==> src/logic/ecc_pkg.sv <==
package ecc_pkg;

	// ***************************************************************
	// widths
	// ***************************************************************
	localparam int CNT_W = 16;
	localparam int FLAG_W = 5;
	localparam int INTE_W = 3;
	localparam logic [CNT_W-1:0] CNT_MAX = 16'hFFFF;
	localparam logic [CNT_W-1:0] CNT_RST = 16'h0000;

	// ***************************************************************
	// register indexes, byte address is four times the index
	// ***************************************************************
	localparam logic [7:0] IDX_CTL = 8'h00;
	localparam logic [7:0] IDX_IFR = 8'h02;
	localparam logic [7:0] IDX_ICLR = 8'h04;
	localparam logic [7:0] IDX_IFRC = 8'h06;
	localparam logic [7:0] IDX_CNT = 8'h08;
	localparam logic [7:0] IDX_MASK = 8'h0A;
	localparam logic [7:0] IDX_RISE0 = 8'h10;
	localparam logic [7:0] IDX_FALL0 = 8'h12;
	localparam logic [7:0] IDX_RISE1 = 8'h18;
	localparam logic [7:0] IDX_FALL1 = 8'h1A;

	// ***************************************************************
	// control register fields
	// ***************************************************************
	localparam int CTL_SOFT = 0;
	localparam int CTL_RISEINTE = 1;
	localparam int CTL_FALLINTE = 2;
	localparam int CTL_OVFINTE = 3;
	localparam int CTL_CLKSEL = 8;

	// ***************************************************************
	// flag, clear, force and mask fields
	// ***************************************************************
	localparam int FLG_INT = 0;
	localparam int FLG_RISE = 1;
	localparam int FLG_FALL = 2;
	localparam int FLG_OVF = 3;
	localparam int FLG_RISEOVF = 4;
	localparam logic [FLAG_W-1:0] FORCE_MASK = 5'h0E;

	// ***************************************************************
	// reset values
	// ***************************************************************
	localparam logic [FLAG_W-1:0] FLAG_RST = 5'h00;
	localparam logic [FLAG_W-1:0] MASK_RST = 5'h00;
	localparam logic [INTE_W-1:0] INTE_RST = 3'h0;
	localparam logic CLKSEL_RST = 1'b0;

endpackage

==> src/logic/ecc_cap_if.sv <==
`timescale 1ns/1ps
interface ecc_cap_if;
	import ecc_pkg::*;
	logic ce;
	logic clk_sel;
	logic soft_clr;
	logic sig_rise;
	logic sig_fall;
	logic pll_tick;
	logic ovf_evt;
	logic [CNT_W-1:0] counter;
	logic [CNT_W-1:0] rise0;
	logic [CNT_W-1:0] rise1;
	logic [CNT_W-1:0] fall0;
	logic [CNT_W-1:0] fall1;

	modport det (
		input ce,
		output sig_rise,
		output sig_fall,
		output pll_tick
	);
	modport core (
		input ce,
		input clk_sel,
		input soft_clr,
		input sig_rise,
		input sig_fall,
		input pll_tick,
		output ovf_evt,
		output counter,
		output rise0,
		output rise1,
		output fall0,
		output fall1
	);
	modport ctl (
		output ce,
		output clk_sel,
		output soft_clr,
		input sig_rise,
		input sig_fall,
		input ovf_evt,
		input counter,
		input rise0,
		input rise1,
		input fall0,
		input fall1
	);
endinterface

==> src/logic/ecc_edge_det.sv <==
`timescale 1ns/1ps
module ecc_edge_det (
	input wire logic pclk,
	input wire logic presetn,
	input wire logic [1:0] sig_in,
	ecc_cap_if.det cap
);
	import ecc_pkg::*;

	typedef struct packed {
		logic [1:0] prev;
	} ecc_det_s;

	ecc_det_s state_ff;
	ecc_det_s nxt_state;
	logic [1:0] rise;
	logic [1:0] fall;

	// bit 0 is the timed input, bit 1 the secondary pll clock
	genvar gi;
	generate
		for (gi = 0; gi < 2; gi++) begin : g_edge
			assign rise[gi] = cap.ce & sig_in[gi] & ~state_ff.prev[gi];
			assign fall[gi] = cap.ce & ~sig_in[gi] & state_ff.prev[gi];
		end
	endgenerate

	assign cap.sig_rise = rise[0];
	assign cap.sig_fall = fall[0];
	assign cap.pll_tick = rise[1];

	always_comb begin
		nxt_state = state_ff;
		if (cap.ce) begin
			nxt_state.prev = sig_in;
		end
	end

	always_ff @(posedge pclk or negedge presetn) begin
		if (!presetn) begin
			state_ff <= '0;
		end else begin
			state_ff <= nxt_state;
		end
	end
endmodule // ecc_edge_det

==> src/logic/ecc_capture_core.sv <==
`timescale 1ns/1ps
module ecc_capture_core (
	input wire logic pclk,
	input wire logic presetn,
	ecc_cap_if.core cap
);
	import ecc_pkg::*;

	typedef struct packed {
		logic [CNT_W-1:0] cnt;
		logic [CNT_W-1:0] rise0;
		logic [CNT_W-1:0] rise1;
		logic [CNT_W-1:0] fall0;
		logic [CNT_W-1:0] fall1;
	} ecc_core_s;

	ecc_core_s state_ff;
	ecc_core_s nxt_state;
	logic tick;
	logic edge_evt;

	assign tick = cap.clk_sel ? cap.pll_tick : 1'b1;
	assign edge_evt = cap.sig_rise | cap.sig_fall;
	// an edge on the wrap cycle clears instead, so no overflow then
	assign cap.ovf_evt = cap.ce & tick & ~edge_evt & ~cap.soft_clr & (state_ff.cnt == CNT_MAX);

	assign cap.counter = state_ff.cnt;
	assign cap.rise0 = state_ff.rise0;
	assign cap.rise1 = state_ff.rise1;
	assign cap.fall0 = state_ff.fall0;
	assign cap.fall1 = state_ff.fall1;

	always_comb begin
		nxt_state = state_ff;
		if (!cap.ce) begin
			nxt_state = state_ff;
		end else if (cap.soft_clr) begin
			nxt_state = '0;
		end else if (cap.sig_rise) begin
			nxt_state.rise1 = state_ff.rise0;
			nxt_state.rise0 = state_ff.cnt;
			nxt_state.cnt = CNT_RST;
		end else if (cap.sig_fall) begin
			nxt_state.fall1 = state_ff.fall0;
			nxt_state.fall0 = state_ff.cnt;
			nxt_state.cnt = CNT_RST;
		end else if (tick) begin
			nxt_state.cnt = state_ff.cnt + 16'h0001;
		end
	end

	always_ff @(posedge pclk or negedge presetn) begin
		if (!presetn) begin
			state_ff <= '0;
		end else begin
			state_ff <= nxt_state;
		end
	end
endmodule // ecc_capture_core

==> src/logic/ecc_top.sv <==
// Design decisions made here: the placing of the registers and the APB interface to the registers.
`timescale 1ns/1ps
module ecc_top (
	input wire logic pclk,
	input wire logic presetn,
	input wire logic module_clock_enable,
	input wire logic psel,
	input wire logic penable,
	input wire logic pwrite,
	input wire logic [11:0] paddr,
	input wire logic [31:0] pwdata,
	input wire logic [3:0] pstrb,
	output logic [31:0] prdata,
	output logic pready,
	output logic pslverr,
	input wire logic capture_in,
	input wire logic secondary_pll_clock,
	output logic irq
);
	import ecc_pkg::*;

	// ***************************************************************
	// state
	// ***************************************************************
	typedef struct packed {
		logic clk_sel;
		logic [INTE_W-1:0] inte;
		logic [FLAG_W-1:0] flags;
		logic [FLAG_W-1:0] mask;
		logic [31:0] rdata;
		logic err;
	} ecc_top_s;

	ecc_top_s state_ff;
	ecc_top_s nxt_state;

	ecc_cap_if cap ();

	// ***************************************************************
	// sub-blocks
	// ***************************************************************
	ecc_edge_det u_det (
		.pclk(pclk),
		.presetn(presetn),
		.sig_in({secondary_pll_clock, capture_in}),
		.cap(cap)
	);

	ecc_capture_core u_core (
		.pclk(pclk),
		.presetn(presetn),
		.cap(cap)
	);

	// ***************************************************************
	// bus decode
	// ***************************************************************
	logic setup_ph;
	logic wr_acc;
	logic [7:0] widx;
	logic aligned;
	logic low_lane;
	logic wr_ctl;
	logic wr_ifr;
	logic wr_iclr;
	logic wr_ifrc;
	logic wr_mask;
	logic [31:0] rd_val;
	logic rd_hit;

	assign widx = paddr[9:2];
	assign aligned = (paddr[1:0] == 2'h0) & (paddr[11:10] == 2'h0);
	assign setup_ph = psel & ~penable;
	// slave always answers in the first access cycle
	assign pready = 1'b1;
	assign prdata = state_ff.rdata;
	assign pslverr = psel & penable & state_ff.err;
	assign low_lane = pstrb[0];
	// writes only land while the module clock runs; reads stay live so software
	// can sample the frozen counter with the clock off
	assign wr_acc = psel & penable & pwrite & ~state_ff.err & module_clock_enable & low_lane;
	assign wr_ctl = wr_acc & (widx == IDX_CTL);
	assign wr_ifr = wr_acc & (widx == IDX_IFR);
	assign wr_iclr = wr_acc & (widx == IDX_ICLR);
	assign wr_ifrc = wr_acc & (widx == IDX_IFRC);
	assign wr_mask = wr_acc & (widx == IDX_MASK);

	assign cap.ce = module_clock_enable;
	assign cap.clk_sel = state_ff.clk_sel;
	assign cap.soft_clr = wr_ctl & pwdata[CTL_SOFT];

	always_comb begin
		rd_val = 32'h0000_0000;
		rd_hit = 1'b1;
		unique case (widx)
			IDX_CTL: begin
				// soft clear bit is a strobe and reads zero
				rd_val[CTL_CLKSEL] = state_ff.clk_sel;
				rd_val[CTL_OVFINTE:CTL_RISEINTE] = state_ff.inte;
			end
			IDX_IFR: begin
				rd_val[FLAG_W-1:0] = state_ff.flags;
			end
			IDX_ICLR: begin
				rd_val = 32'h0000_0000;
			end
			IDX_IFRC: begin
				rd_val = 32'h0000_0000;
			end
			IDX_CNT: begin
				rd_val[CNT_W-1:0] = cap.counter;
			end
			IDX_MASK: begin
				rd_val[FLAG_W-1:0] = state_ff.mask;
			end
			IDX_RISE0: begin
				rd_val[CNT_W-1:0] = cap.rise0;
			end
			IDX_FALL0: begin
				rd_val[CNT_W-1:0] = cap.fall0;
			end
			IDX_RISE1: begin
				rd_val[CNT_W-1:0] = cap.rise1;
			end
			IDX_FALL1: begin
				rd_val[CNT_W-1:0] = cap.fall1;
			end
			default: begin
				rd_hit = 1'b0;
			end
		endcase
	end

	// ***************************************************************
	// flags
	// ***************************************************************
	logic [FLAG_W-1:0] hw_set;
	logic [FLAG_W-1:0] sw_set;
	logic [FLAG_W-1:0] sw_clr;
	logic [FLAG_W-1:0] src_set;
	logic enabled_evt;

	always_comb begin
		hw_set = '0;
		hw_set[FLG_RISE] = cap.sig_rise;
		hw_set[FLG_FALL] = cap.sig_fall;
		hw_set[FLG_OVF] = cap.ovf_evt;
		hw_set[FLG_RISEOVF] = cap.sig_rise & state_ff.flags[FLG_RISE];
	end

	assign sw_set = wr_ifrc ? (pwdata[FLAG_W-1:0] & FORCE_MASK) : '0;
	assign sw_clr = (wr_iclr | wr_ifr) ? pwdata[FLAG_W-1:0] : '0;
	assign src_set = hw_set | sw_set;
	assign enabled_evt = (src_set[FLG_RISE] & state_ff.inte[0])
		| (src_set[FLG_FALL] & state_ff.inte[1])
		| (src_set[FLG_OVF] & state_ff.inte[2]);

	// ***************************************************************
	// next state
	// ***************************************************************
	always_comb begin
		nxt_state = state_ff;
		if (setup_ph) begin
			nxt_state.err = ~aligned | ~rd_hit;
			nxt_state.rdata = (aligned & rd_hit) ? rd_val : 32'h0000_0000;
		end
		if (module_clock_enable) begin
			if (wr_ctl) begin
				nxt_state.clk_sel = pwdata[CTL_CLKSEL];
				nxt_state.inte = pwdata[CTL_OVFINTE:CTL_RISEINTE];
			end
			if (wr_mask) begin
				nxt_state.mask = pwdata[FLAG_W-1:0];
			end
			// set wins over a clear in the same cycle
			nxt_state.flags = (state_ff.flags & ~sw_clr) | src_set;
			// the global flag latches until software clears it; events while it is set cannot retrigger it
			if (enabled_evt) begin
				nxt_state.flags[FLG_INT] = 1'b1;
			end
			// soft clear beats every set, hardware or forced
			if (cap.soft_clr) begin
				nxt_state.flags = FLAG_RST;
			end
		end
	end

	always_ff @(posedge pclk or negedge presetn) begin
		if (!presetn) begin
			state_ff.clk_sel <= CLKSEL_RST;
			state_ff.inte <= INTE_RST;
			state_ff.flags <= FLAG_RST;
			state_ff.mask <= MASK_RST;
			state_ff.rdata <= 32'h0000_0000;
			state_ff.err <= 1'b0;
		end else begin
			state_ff <= nxt_state;
		end
	end

	// ***************************************************************
	// interrupt
	// ***************************************************************
	// level output; with only the global bit unmasked the line rises once per
	// service, since the global flag stays set until software clears it
	assign irq = |(state_ff.flags & state_ff.mask);

endmodule // ecc_top

==> config.mk <==
export PLATFORM = sky130hd
export DESIGN_NAME = ecc_top
export DESIGN_NICKNAME = d
export VERILOG_FILES = /design/src/logic/ecc_pkg.sv /design/src/logic/ecc_cap_if.sv /design/src/logic/ecc_edge_det.sv /design/src/logic/ecc_capture_core.sv /design/src/logic/ecc_top.sv
export SDC_FILE = /design/constraint.sdc
export NUM_CORES = 1
export LEC_CHECK = 0
export ABC_AREA = 1
export CAP_MARGIN = 30
export CORE_UTILIZATION = 30
export CTS_BUF_LIST = sky130_fd_sc_hd__clkbuf_4 sky130_fd_sc_hd__clkbuf_8 sky130_fd_sc_hd__clkbuf_16
export CTS_CLUSTER_DIAMETER = 50
export DETAILED_ROUTE_END_ITERATION = 16
export DONT_BUFFER_PORTS = 1
export GPL_TIMING_DRIVEN = 1
export PLACE_DENSITY_LB_ADDON = 0.25
export SYNTH_ARGS = -nofsm -noshare
export SYNTH_HDL_FRONTEND = slang
export SYNTH_SLANG_ARGS = --single-unit
==> constraint.sdc <==
create_clock -name pclk -period 2.26 [get_ports pclk]
set_clock_uncertainty 0.2 [all_clocks]
set_input_delay 0 -clock pclk [delete_from_list [all_inputs] [get_ports pclk]]
set_output_delay 0 -clock pclk [all_outputs]
set_load 0.05 [all_outputs]
### Yosys cells after proc, flatten, opt, wreduce, memory -nomap -nowiden

Cells that the tools add are included.
W data, S select, Z words.

* latch bits: 0
* RAM bits: 0
* word-level logic and storage cells: 105
* bits in registers: 129
* bits of input ports: 56
* memories kept: 0
* bits in read-only memories: 0

* magnitude comparators: 0
* div/mod/pow operators: 0
* add/sub/neg operators: 1
* muxes and demuxes: 20
* reductions and logical operators: 13
* equal/unequal tests: 11
* shifts and indexed selects: 0
* bitwise operators: 48
* multiply operators: 0

Operator list (count)
* $mux W32: 3
* $mux W80: 1
* $mux W16: 4
* $pmux W7 S5: 1
* $eq A8 B5 Y1 const B: 4
* $and A1 B1 Y1: 29
* $pmux W3 S8: 1
* $add A16 B1 Y16 const B: 1
* $eq A16 B16 Y1 const B: 1
* $eq A8 B3 Y1 const B: 2
* $eq A8 B4 Y1 const B: 2
* $pmux W3 S5: 1
* $pmux W1 S7: 2
* $and A5 B5 Y5: 2
* $mux W5: 2
* $reduce_or A10 Y1: 1
* $not A1 Y1: 9
* $eq A8 B2 Y1 const B: 1
* $logic_not A8 Y1: 1
* $reduce_and A2 Y1: 4
* $pmux W1 S6: 1
* $not A5 Y5: 1
* $or A1 B1 Y1: 5
* $or A5 B4 Y5: 1
* other kinds (9): 13

### Longest topological paths before layout

Gate-level depths: netlist of the first run.

* depth in word-level cells: 16
* mapped depth: 13

### Hierarchy

From an unflattened synthesis of the first run, not the netlist that was laid out.

* cells, all modules: 792
* area total of the unflattened synthesis: 6049.6 µm²

Modules (own cells, without submodules)
* ecc_capture_core: cells an instance 378, area an instance 3405.8 µm², instances 1
* ecc_top: cells an instance 401, area an instance 2552.4 µm², instances 1
* ecc_edge_det: cells an instance 13, area an instance 91.3 µm², instances 1

### Worst setup path before layout of the first run

Ideal clock, no wire load.

* kind: reg-to-reg
* start: reg u_core.state_ff, in the netlist u_core.cap.counter[1]
* end: reg u_core.state_ff, in the netlist u_core.cap.counter[14]
* arrival time: 1.357 ns
* period minus slack after synthesis: 1.676 ns
* slack: 0.584 ns
* cell stages (with the launch flop): 11
* path buffers: 0
* library setup time: 0.119 ns
* required time: 1.941 ns
* cell sequence: dfrtp_1 ha_1 nand2_1 nor2_2 nand2_1 nor2_1 nand2_1 nor2_1 nand3_1 nand2_1 nor2_1

* longest elaborated chain between the ends: 5

Ends and longest elaborated chain
* start: declaration: line ecc_capture_core.sv:17 `ecc_core_s state_ff;`
* start signal: assignment: line ecc_capture_core.sv:56 `state_ff <= nxt_state;`
* $add A16 B1 Y16: line ecc_capture_core.sv:48 `nxt_state.cnt = state_ff.cnt + 16'h0001;`
* $mux W16: line ecc_capture_core.sv:47 `end else if (tick) begin`
* $mux W16: line ecc_capture_core.sv:43 `end else if (cap.sig_fall) begin`
* $mux W16: line ecc_capture_core.sv:39 `end else if (cap.sig_rise) begin`
* $mux W80: line ecc_capture_core.sv:37 `end else if (cap.soft_clr) begin`

No other way between the ends. The select of a mux whose other input is x is not followed.
A chain may end at the register's enable or synchronous reset.

### Worst setup path after layout of the first run

* start: reg state_ff[0] in the netlist's numbering
* end: reg state_ff[45] in the netlist's numbering

* longest elaborated chain between the ends: 6

Ends and longest elaborated chain
* start: declaration: line ecc_top.sv:34 `ecc_top_s state_ff;`
* start signal: assignment: line ecc_top.sv:197 `state_ff <= nxt_state;`
* $not A1 Y1: line ecc_top.sv:81 `assign wr_acc = psel & penable & pwrite & ~state_ff.err & module_clock_enable & low_lane;`
* $and A1 B1 Y1 (3 in series): line ecc_top.sv:81
* $and A1 B1 Y1: line ecc_top.sv:82 `assign wr_ctl = wr_acc & (widx == IDX_CTL);`
* $reduce_and A2 Y1 (no source line)

No other way between the ends.

==> flow_metrics.env, run 1 <==
export IMPL_initial_core_util=0.311
export IMPL_p_leak_nw=3.31
export IMPL_path_class="reg2reg"
export IMPL_slew_viol_final=0
export IMPL_required_ps=2350
export IMPL_wl_met3_um=668
export IMPL_top_layer="met4"
export IMPL_routedWlPerCell_um=14.7
export IMPL_fin_crit_sh=0.928
export IMPL_firstDrtPassIters=5
export IMPL_dieWidth_um=142
export IMPL_grt_pass1_vias=4727
export IMPL_ys_seq_area_frac=0.480
export IMPL_crit_fanout=8
export IMPL_netlist_area_um2=5890
export IMPL_regToRegStartpoint="state_ff[0]"
export IMPL_cp_cell_sequence="nor2_1, nand2_2, nor2_8, nand2_1, dlygate4sd3_1, nand2_1, o21ai_0"
export IMPL_cts_sinks=113
export IMPL_rsz0062_at_grt="no"
export IMPL_layout_drive_gt1_share=0.0959
export IMPL_peakVddDrop_uv=373
export IMPL_placedCellCount=1005
export IMPL_drtAntennaViolNets=0
export IMPL_synth_top_area_frac=0.480
export IMPL_holdBufCountCts=27
export IMPL_die_area_um2=20200
export IMPL_status="finished, violations left"
export IMPL_ys_ff_latch=113
export IMPL_ff2ff_path_depth=7
export IMPL_min_path_type="in2async"
export IMPL_viasPerCell=4.70
export IMPL_period_minus_slack_ps=2100
export IMPL_critical_path_buf_inv_count=1
export IMPL_cap_violations=0
export IMPL_synth_common_cells="nand2_1 (205), dfrtp_1 (113), inv_1 (93), nor2_1 (74), nand3_1 (57)"
export IMPL_violations="negative hold slack"
export IMPL_dpl_hpwl_um=10500
export IMPL_r2r_end="state_ff[45]"
export IMPL_setup_viol_count_final=0
export IMPL_grt_usage=0.165
export IMPL_drc_errors=0
export IMPL_end_kind="register"
export IMPL_diodes=0
export IMPL_whs_ps=-916
export IMPL_place_gp_congestion=0.809
export IMPL_clockBufferDepth=2
export IMPL_root_buffer="clkbuf_16"
export IMPL_r2r_slack_ps=160
export IMPL_p_per_area_nw_per_um2=785
export IMPL_clk_pin_slew_ps=50
export IMPL_core_um2=19000
export IMPL_overflow=0
export IMPL_worstMarginPinSlew_ps=600
export IMPL_drt_iter0_drc=317
export IMPL_grt_antenna_before_repair=0
export IMPL_ioPinCount=91
export IMPL_fill_cells=2019
export IMPL_syn2layout_area_growth_pct=18.6
export IMPL_yosys_cell_types_count=32
export IMPL_port_buffers=0
export IMPL_crit_end="state_ff[45]"
export IMPL_stdcell_area_um2=6990
export IMPL_finalSetupTns_ps=0
export IMPL_synthTopCellsByArea="dfrtp_1 (48%), nand2_1 (13%), inv_1 (5.9%)"
export IMPL_synth_edf_count=0
export IMPL_syn_inst=764
export IMPL_final_cells=1063
export IMPL_cts_buffers_inserted=17
export IMPL_postSynthAreaPerCell_um2=7.71
export IMPL_final_hold_viol_count=113
export IMPL_yosysWarnings=0
export IMPL_arrival_ps=2190
export IMPL_async_flop_share=1.00
export IMPL_wl_met2_um=6860
export IMPL_critPathTopFamily="simple AND/OR/NAND/NOR gates"
export IMPL_std_cell_rows=50
export IMPL_clkLatencyLatePin_ps=410
export IMPL_grt_start_max_net_pins=114
export IMPL_grt_pass1_wl_um=25400
export IMPL_synth_most_common_cell="nand2_1"
export IMPL_slew_headroom=0.599
export IMPL_placed_area_um2=6100
export IMPL_worst_path_most_repeated_cell="nand2_1"
export IMPL_slowest_stage="dlygate4sd3_1"
export IMPL_cp_depth=7
export IMPL_postCtsSetupBuffers=0
export IMPL_die_y_um=142
export IMPL_start_kind="register"
export IMPL_fmax_mhz=477
export IMPL_cts_tree="done"
export IMPL_synth_top_flop_cell="dfrtp_1"
export IMPL_wl_um=15600
export IMPL_drt_met1_wl_um=7830
export IMPL_vias=4995
export IMPL_startpoint="state_ff[0]"
export IMPL_synth_top_area_cell="dfrtp_1"
export IMPL_slowest_delay_ps=650
export IMPL_final_nets=847
export IMPL_htreeDepth=4
stage by stage:
step           hold slack (ps)  setup WS [ps]  utilization  total power [W]
6_report                  -916            164        0.369          0.00549
5_1_grt                   -942           19.8        0.369          0.00570
4_1_cts                   -935           37.1        0.369          0.00553
3_5_place_dp              -491            361        0.322          0.00263
3_3_place_gp              -491            342        0.322          0.00263
2_1_floorplan             -496            584            -          0.00256
how the worst min path moves through the flow:
stage | start | to | slack (ps) | cells past startpoint
final | presetn | state_ff[34] | -920 | 0
after global routing | presetn | state_ff[34] | -940 | 0
after CTS | presetn | state_ff[34] | -930 | 0
after detailed placement | presetn | state_ff[34] | -490 | 0
after global placement | presetn | state_ff[43] | -490 | 0
after floorplan | presetn | cap.clk_sel | -500 | 0
flip-flops by register name, indices dropped and copies added (netlist names):
signal,cells
u_core.cap.rise0,16
u_core.cap.fall0,16
u_core.cap.rise1,16
prdata,16
u_det.state_ff,2
u_core.cap.counter,16
state_ff,14
cap.clk_sel,1
u_core.cap.fall1,16
per-layer routing:
| metal | track usage | vias to the layer above |
|---|---|---|
| met5 | 0 | - |
| met4 | 0.0600 | 0 |
| met2 | 0.251 | 113 |
| li1 | - | 2473 |
| met1 | 0.229 | 2386 |
| met3 | 0.0357 | 23 |
timing repair:
action,CTS,global route
resized for setup,0,2
endpoints found under the setup margin,0,9
endpoints found under the hold margin,205,113
layout by cell type, fill, tap and decap left out, drive strengths merged, types with 4 or more instances in the layout:
master	synthesis	final
a21oi	19	19
buf	49	21
bufinv	0	4
clkbuf	6	21
clkinv	2	7
conb	2	17
dfrtp	113	113
dlygate4sd3	0	25
inv	97	97
nand2	211	211
nand3	60	60
nand4	9	9
nor2	82	82
o21ai	54	54
o22ai	48	48
kinds of logic (layout without fill, tap and decap cells):
group,after synthesis,after routing,share of synthesized area
AOI/OAI and AO/OA,127,127,0.121
buffers and inverters,154,178,0.127
DFF,113,113,0.480
muxes,2,2,0.00382
other,2,17,0.00127
adders and majority gates,1,1,0.00212
and+or+nand+nor,365,365,0.266
final cells by class:
class / instances / area [um^2] / share of cell area
Clock buffer: 21 / 468 / 0.0670
Clock inverter: 11 / 160 / 0.0229
Inverter: 99 / 372 / 0.0532
Multi-Input combinational cell: 512 / 2380 / 0.340
Sequential cell: 113 / 2830 / 0.405
Tap cell: 260 / 325 / 0.0466
Timing Repair Buffer: 47 / 458 / 0.0655
power by group:
| part | switching, W | internal (W) |
|---|---|---|
| Sequential | 0.0000587 | 0.00214 |
| Clock | 0.000936 | 0.00191 |
| Combinational | 0.000294 | 0.000143 |
No activity file was read; power rests on OpenSTA's default activity.
==> run 2: changes to the inputs <==
--- a/config.mk
+++ b/config.mk
@@ -7,13 +7,14 @@
 export LEC_CHECK = 0
 export ABC_AREA = 1
 export CAP_MARGIN = 30
-export CORE_UTILIZATION = 30
+export CORE_UTILIZATION = 35
 export CTS_BUF_LIST = sky130_fd_sc_hd__clkbuf_4 sky130_fd_sc_hd__clkbuf_8 sky130_fd_sc_hd__clkbuf_16
 export CTS_CLUSTER_DIAMETER = 50
 export DETAILED_ROUTE_END_ITERATION = 16
 export DONT_BUFFER_PORTS = 1
 export GPL_TIMING_DRIVEN = 1
 export PLACE_DENSITY_LB_ADDON = 0.25
+export SKIP_CTS_REPAIR_TIMING = 1
 export SYNTH_ARGS = -nofsm -noshare
 export SYNTH_HDL_FRONTEND = slang
 export SYNTH_SLANG_ARGS = --single-unit
==> run 2 against run 1 <==
Highest routed layer unchanged. Sequential share of layout area is 1.1 points higher. Combinational power shrank 3%. Count of clock-buffer cells in the layout rose by 5. The flow still finishes with violations (negative hold slack). Setup slack gained 67 ps. Critical path type is now in2reg. Non-clock buffer count is 10 lower.
==> flow_metrics.env, run 2 (same netlist as run 1, synthesis figures left out) <==
export IMPL_grt_usage=0.190
export IMPL_p_per_area_nw_per_um2=770
export IMPL_drc_errors=0
export IMPL_ff2ff_path_depth=10
export IMPL_final_cells=1012
export IMPL_internal_power_w=0.00398
export IMPL_whs_ps=-931
export IMPL_viasPerCell=4.93
export IMPL_p_sw_frac=0.239
export IMPL_r2r_slack_ps=240
export IMPL_slowest_delay_ps=710
export IMPL_firstDrtPassIters=5
export IMPL_grt_pass1_wl_um=25200
export IMPL_final_nets=837
export IMPL_routedWlPerCell_um=15.2
export IMPL_arrival_ps=2190
export IMPL_layout_drive_gt1_share=0.0934
export IMPL_status="finished, violations left"
export IMPL_min_path_type="in2async"
export IMPL_p_leak_nw=3.25
export IMPL_placedCellCount=964
export IMPL_setup_viol_count_final=0
export IMPL_path_class="in2reg"
export IMPL_grt_antenna_before_repair=0
export IMPL_slowest_stage="dlygate4sd3_1"
export IMPL_place_gp_congestion=0.787
export IMPL_start_kind="primary input"
export IMPL_critPathTopFamily="buffers and inverters"
export IMPL_crit_fanout=6
export IMPL_period_minus_slack_ps=2030
export IMPL_overflow=0
export IMPL_clockBufferDepth=2
export IMPL_seqPwrFrac=0.421
export IMPL_cp_cell_sequence="dlygate4sd3_1, nor2_1, dlygate4sd3_1, nand4_1, dlygate4sd3_1, nand2_1"
export IMPL_peakVddDrop_uv=525
export IMPL_cap_violations=0
export IMPL_required_ps=2420
export IMPL_switching_power_w=0.00125
export IMPL_std_cell_rows=47
export IMPL_cp_depth=6
export IMPL_fmax_mhz=493
export IMPL_cts_tree="done"
export IMPL_initial_core_util=0.357
export IMPL_die_area_um2=17400
export IMPL_cts_sinks=113
export IMPL_timing_final_ws_setup_ps=231
export IMPL_grt_pass1_vias=4717
export IMPL_violations="negative hold slack"
export IMPL_slew_viol_final=0
export IMPL_wl_um=15400
export IMPL_p_comb_frac=0.081
export IMPL_final_hold_viol_count=138
export IMPL_ioPinCount=91
export IMPL_dieWidth_um=132
export IMPL_worst_path_most_repeated_cell="dlygate4sd3_1"
export IMPL_grt_start_max_net_pins=114
export IMPL_finalSetupTns_ps=0
export IMPL_layout_common_cells="nand2_1 (205), dfrtp_1 (113), inv_1 (93), nor2_1 (74), nand3_1 (57)"
export IMPL_diodes=0
export IMPL_fin_crit_sh=0.898
export IMPL_clock_power_share=0.498
export IMPL_port_buffers=0
export IMPL_clkLatencyLatePin_ps=430
export IMPL_root_buffer="clkbuf_16"
export IMPL_mostFrequentLayoutCell="nand2_1"
export IMPL_end_kind="register"
export IMPL_vias=4985
export IMPL_rsz0062_at_grt="no"
export IMPL_core_um2=16500
export IMPL_clk_pin_slew_ps=50
export IMPL_htreeDepth=4
export IMPL_dpl_hpwl_um=10400
export IMPL_drt_iter0_drc=298
export IMPL_place_ws_ps=263
export IMPL_drtAntennaViolNets=0
export IMPL_cts_buffers_inserted=17
export IMPL_die_y_um=132
export IMPL_syn2layout_area_growth_pct=15.4
export IMPL_critical_path_buf_inv_count=3
## run 2: area by class of cell
cell class	instances	area (um^2)
well taps	220	275
multi-input cells	512	2380
flip-flops and latches	113	2830
clock inverters	5	50.0
inverters	99	372
clock buffers	26	531
repair buffers	37	370
fillers	1689	9720
## run 2: worst register-to-register path: stages, from the launching register on
cell	delay (ps)
dfrtp_1	400
nor2_1	160
nand2_2	110
nor2_8	180
nand3_4	180
nand2_2	140
inv_2	130
nand2_4	220
nand3_1	100
nand2_1	80
nor2_1	40
## run 2: routing by layer
layer / global-route usage / wire (um) / vias up
met5: 0 / 0 / -
met2: 0.284 / 6860 / 120
li1: - / - / 2447
met3: 0.0492 / 660 / 20
met4: 0.0749 / 235 / 0
met1: 0.262 / 7600 / 2398
## run 2: power groups by stage
| stage | sequential, W | clock [W] | combinational, W |
|---|---|---|---|
| after global routing | 0.00222 | 0.00273 | 0.000476 |
| after global placement | 0.00223 | 0 | 0.000396 |
| final | 0.00220 | 0.00261 | 0.000426 |
| after floorplan | 0.00222 | 0 | 0.000336 |
| after CTS | 0.00220 | 0.00264 | 0.000400 |
| after detailed placement | 0.00223 | 0 | 0.000397 |
## run 2: worst paths after layout
kind                                              end               from
worst max register to register  u_core.cap.counter[4]        state_ff[0]
max in group asynchronous                  prdata[10]            presetn
worst min register to register      u_det.state_ff[1]  u_det.state_ff[1]
worst max-delay path                        prdata[0]            penable
min in group pclk                        state_ff[39]           paddr[3]
worst min-delay path                     state_ff[33]            presetn
## run 2: stage by stage
step	hold slack, ps	cell area [um^2]	power [W]	util
finish	-931	6800	0.00524	0.412
global route	-944	6800	0.00543	0.412
detailed placement	-491	6050	0.00263	0.366
floorplan	-496	5950	0.00256	-
CTS	-940	6630	0.00524	0.401
global placement	-490	6050	0.00263	0.366
==> run 3: changes to the inputs <==
--- a/config.mk
+++ b/config.mk
@@ -5,7 +5,6 @@
 export SDC_FILE = /design/constraint.sdc
 export NUM_CORES = 1
 export LEC_CHECK = 0
-export ABC_AREA = 1
 export CAP_MARGIN = 30
 export CORE_UTILIZATION = 35
 export CTS_BUF_LIST = sky130_fd_sc_hd__clkbuf_4 sky130_fd_sc_hd__clkbuf_8 sky130_fd_sc_hd__clkbuf_16
==> run 3 against run 2 <==
The run still ends with negative hold slack left. Largest cell class unchanged. Highest routed layer unchanged. Sequential power is 3% higher. Routed wire length shrank 5.2%. Critical path depth unchanged. Largest power group unchanged. Die area down 0.69%. Non-clock buffer count is 22 higher.
==> flow_metrics.env, run 3 <==
export IMPL_status="finished, violations left"
export IMPL_violations="negative hold slack"
export IMPL_netlist_area_um2=5850
export IMPL_root_buffer="clkbuf_16"
export IMPL_drtAntennaViolNets=0
export IMPL_synth_most_common_cell="dfrtp_1"
export IMPL_firstDrtPassIters=5
export IMPL_final_cells=813
export IMPL_end_kind="register"
export IMPL_ff2ff_path_depth=7
export IMPL_cts_buffers_inserted=17
export IMPL_mostFrequentLayoutCell="dfrtp_1"
export IMPL_yosys_cell_types_count=59
export IMPL_fill_cells=1496
export IMPL_synth_top_area_cell="dfrtp_1"
export IMPL_worstMarginPinSlew_ps=708
export IMPL_critical_path_buf_inv_count=1
export IMPL_cap_violations=0
export IMPL_cts_sinks=113
export IMPL_p_leak_nw=3.64
export IMPL_required_ps=2360
export IMPL_dieWidth_um=131
export IMPL_syn2layout_area_growth_pct=19.9
export IMPL_setup_viol_count_final=0
export IMPL_overflow=0
export IMPL_r2r_end="state_ff[38]"
export IMPL_yosysWarnings=0
export IMPL_internal_power_w=0.00449
export IMPL_p_per_area_nw_per_um2=834
export IMPL_fin_util=0.435
export IMPL_switching_power_w=0.00136
export IMPL_core_um2=16100
export IMPL_fmax_mhz=454
export IMPL_synth_common_cells="dfrtp_1 (113), nor2_1 (93), mux2i_1 (73), nand2_1 (37), buf_4 (33)"
export IMPL_rsz0062_at_grt="no"
export IMPL_diodes=0
export IMPL_ioPinCount=91
export IMPL_drt_iter0_drc=285
export IMPL_r2r_slack_ps=160
export IMPL_path_class="in2reg"
export IMPL_port_buffers=0
export IMPL_place_gp_congestion=0.774
export IMPL_std_cell_rows=46
export IMPL_layout_drive_gt1_share=0.161
export IMPL_routedWlPerCell_um=17.9
export IMPL_grt_pass1_wl_um=22800
export IMPL_die_y_um=131
export IMPL_placed_area_um2=6060
export IMPL_layout_common_cells="dfrtp_1 (113), nor2_1 (93), mux2i_1 (73), nand2_1 (37), dlygate4sd3_1 (29)"
export IMPL_synthTopCellsByArea="dfrtp_1 (48%), mux2i_1 (12%), nor2_1 (6.0%)"
export IMPL_p_comb_frac=0.098
export IMPL_slowest_stage="dlygate4sd3_1"
export IMPL_timing_final_ws_setup_ps=55.3
export IMPL_place_ws_ps=209
export IMPL_cts_tree="done"
export IMPL_syn_inst=555
export IMPL_synth_edf_count=0
export IMPL_final_hold_viol_count=127
export IMPL_initial_core_util=0.363
export IMPL_period_minus_slack_ps=2200
export IMPL_clkLatencyLatePin_ps=420
export IMPL_final_nets=641
export IMPL_grt_antenna_before_repair=0
export IMPL_dpl_hpwl_um=9470
export IMPL_fin_crit_sh=0.976
export IMPL_critPathTopFamily="simple AND/OR/NAND/NOR gates"
export IMPL_synth_top_flop_cell="dfrtp_1"
export IMPL_die_area_um2=17200
export IMPL_async_flop_share=1.00
export IMPL_clock_power_share=0.515
export IMPL_seqPwrFrac=0.387
export IMPL_ys_seq_area_frac=0.483
export IMPL_regToRegStartpoint="state_ff[0]"
export IMPL_grt_usage=0.172
export IMPL_drc_errors=0
export IMPL_clockBufferDepth=2
export IMPL_p_sw_frac=0.232
export IMPL_cp_cell_sequence="dlygate4sd3_1, or4bb_1, nor4_4, a21boi_1, a211o_1, o2bb2ai_1"
export IMPL_ys_ff_latch=113
export IMPL_postSynthAreaPerCell_um2=10.5
export IMPL_htreeDepth=4
export IMPL_viasPerCell=5.25
export IMPL_peakVddDrop_uv=502
export IMPL_clk_pin_slew_ps=50
export IMPL_stdcell_area_um2=7020
export IMPL_slowest_delay_ps=810
export IMPL_grt_pass1_vias=4079
export IMPL_vias=4272
export IMPL_synth_top_area_frac=0.483
export IMPL_crit_fanout=12
export IMPL_placedCellCount=752
export IMPL_grt_start_max_net_pins=114
export IMPL_start_kind="primary input"
export IMPL_whs_ps=-912
export IMPL_slew_headroom=0.526
export IMPL_slew_viol_final=0
export IMPL_finalSetupTns_ps=0
export IMPL_wl_um=14600
export IMPL_arrival_ps=2310
export IMPL_min_path_type="in2async"
## run 3: cell count changes after synthesis, moves of 19 or more
cell     change
o22ai_1     -48
mux2i_1     +73
nor2_1      +19
a22oi_1     +24
nand3_1     -38
o21ai_0     -50
nand2_1    -168
inv_1       -88
## run 3: worst max-delay path by stage
stage                              end  depth (start not counted)  slack (ps)             startpoint
after floorplan           state_ff[38]                          6         330  u_core.cap.counter[0]
after global placement    state_ff[38]                          7         280            state_ff[0]
after detailed placement  state_ff[38]                          7         210            state_ff[0]
after CTS                 state_ff[38]                          7         190            state_ff[0]
after global routing      state_ff[38]                          6          10               paddr[6]
final                     state_ff[38]                          6          60               paddr[6]
## run 3: through the flow
| stage | hold WS (ps) | total power [W] |
|---|---|---|
| 6_report | -912 | 0.00585 |
| 5_1_grt | -933 | 0.00605 |
| 4_1_cts | -939 | 0.00583 |
| 3_5_place_dp | -491 | 0.00280 |
| 3_3_place_gp | -490 | 0.00278 |
| 2_1_floorplan | -496 | 0.00267 |
## run 3: area by class of cell
cell class / instances / area [um^2] / area share
clock inverter: 9 / 178 / 0.0253
clock buffer: 23 / 489 / 0.0697
tap: 216 / 270 / 0.0385
inverter: 5 / 18.8 / 0.00267
timing repair buffer: 59 / 566 / 0.0806
sequential: 113 / 2830 / 0.403
multi-input combinational: 388 / 2670 / 0.380
## run 3: routing by layer
layer | global-route usage | share of wire | wire (um) | vias up
met5 | 0 | 0 | 0 | -
met4 | 0.0749 | 0.019 | 276 | 0
met3 | 0.0455 | 0.055 | 796 | 28
met2 | 0.255 | 0.45 | 6560 | 140
met1 | 0.236 | 0.48 | 6920 | 2120
li1 | - | - | - | 1984
## run 3: logic make-up after synthesis
logic type	count (synthesis)	synth area share
xor+xnor	17	0.0254
other cells	2	0.00128
simple gates	192	0.162
buf+inv	69	0.0716
compound gates	71	0.0966
mux	90	0.158
fa+ha+maj	1	0.00214
flops	113	0.483
## run 3: power groups by stage
stage          clock network [W]  logic [W]  registers [W]
2_1_floorplan                  0   0.000385        0.00229
3_3_place_gp                   0   0.000488        0.00229
3_5_place_dp                   0   0.000506        0.00230
4_1_cts                  0.00305   0.000507        0.00226
5_1_grt                  0.00314   0.000627        0.00228
6_report                 0.00301   0.000574        0.00227
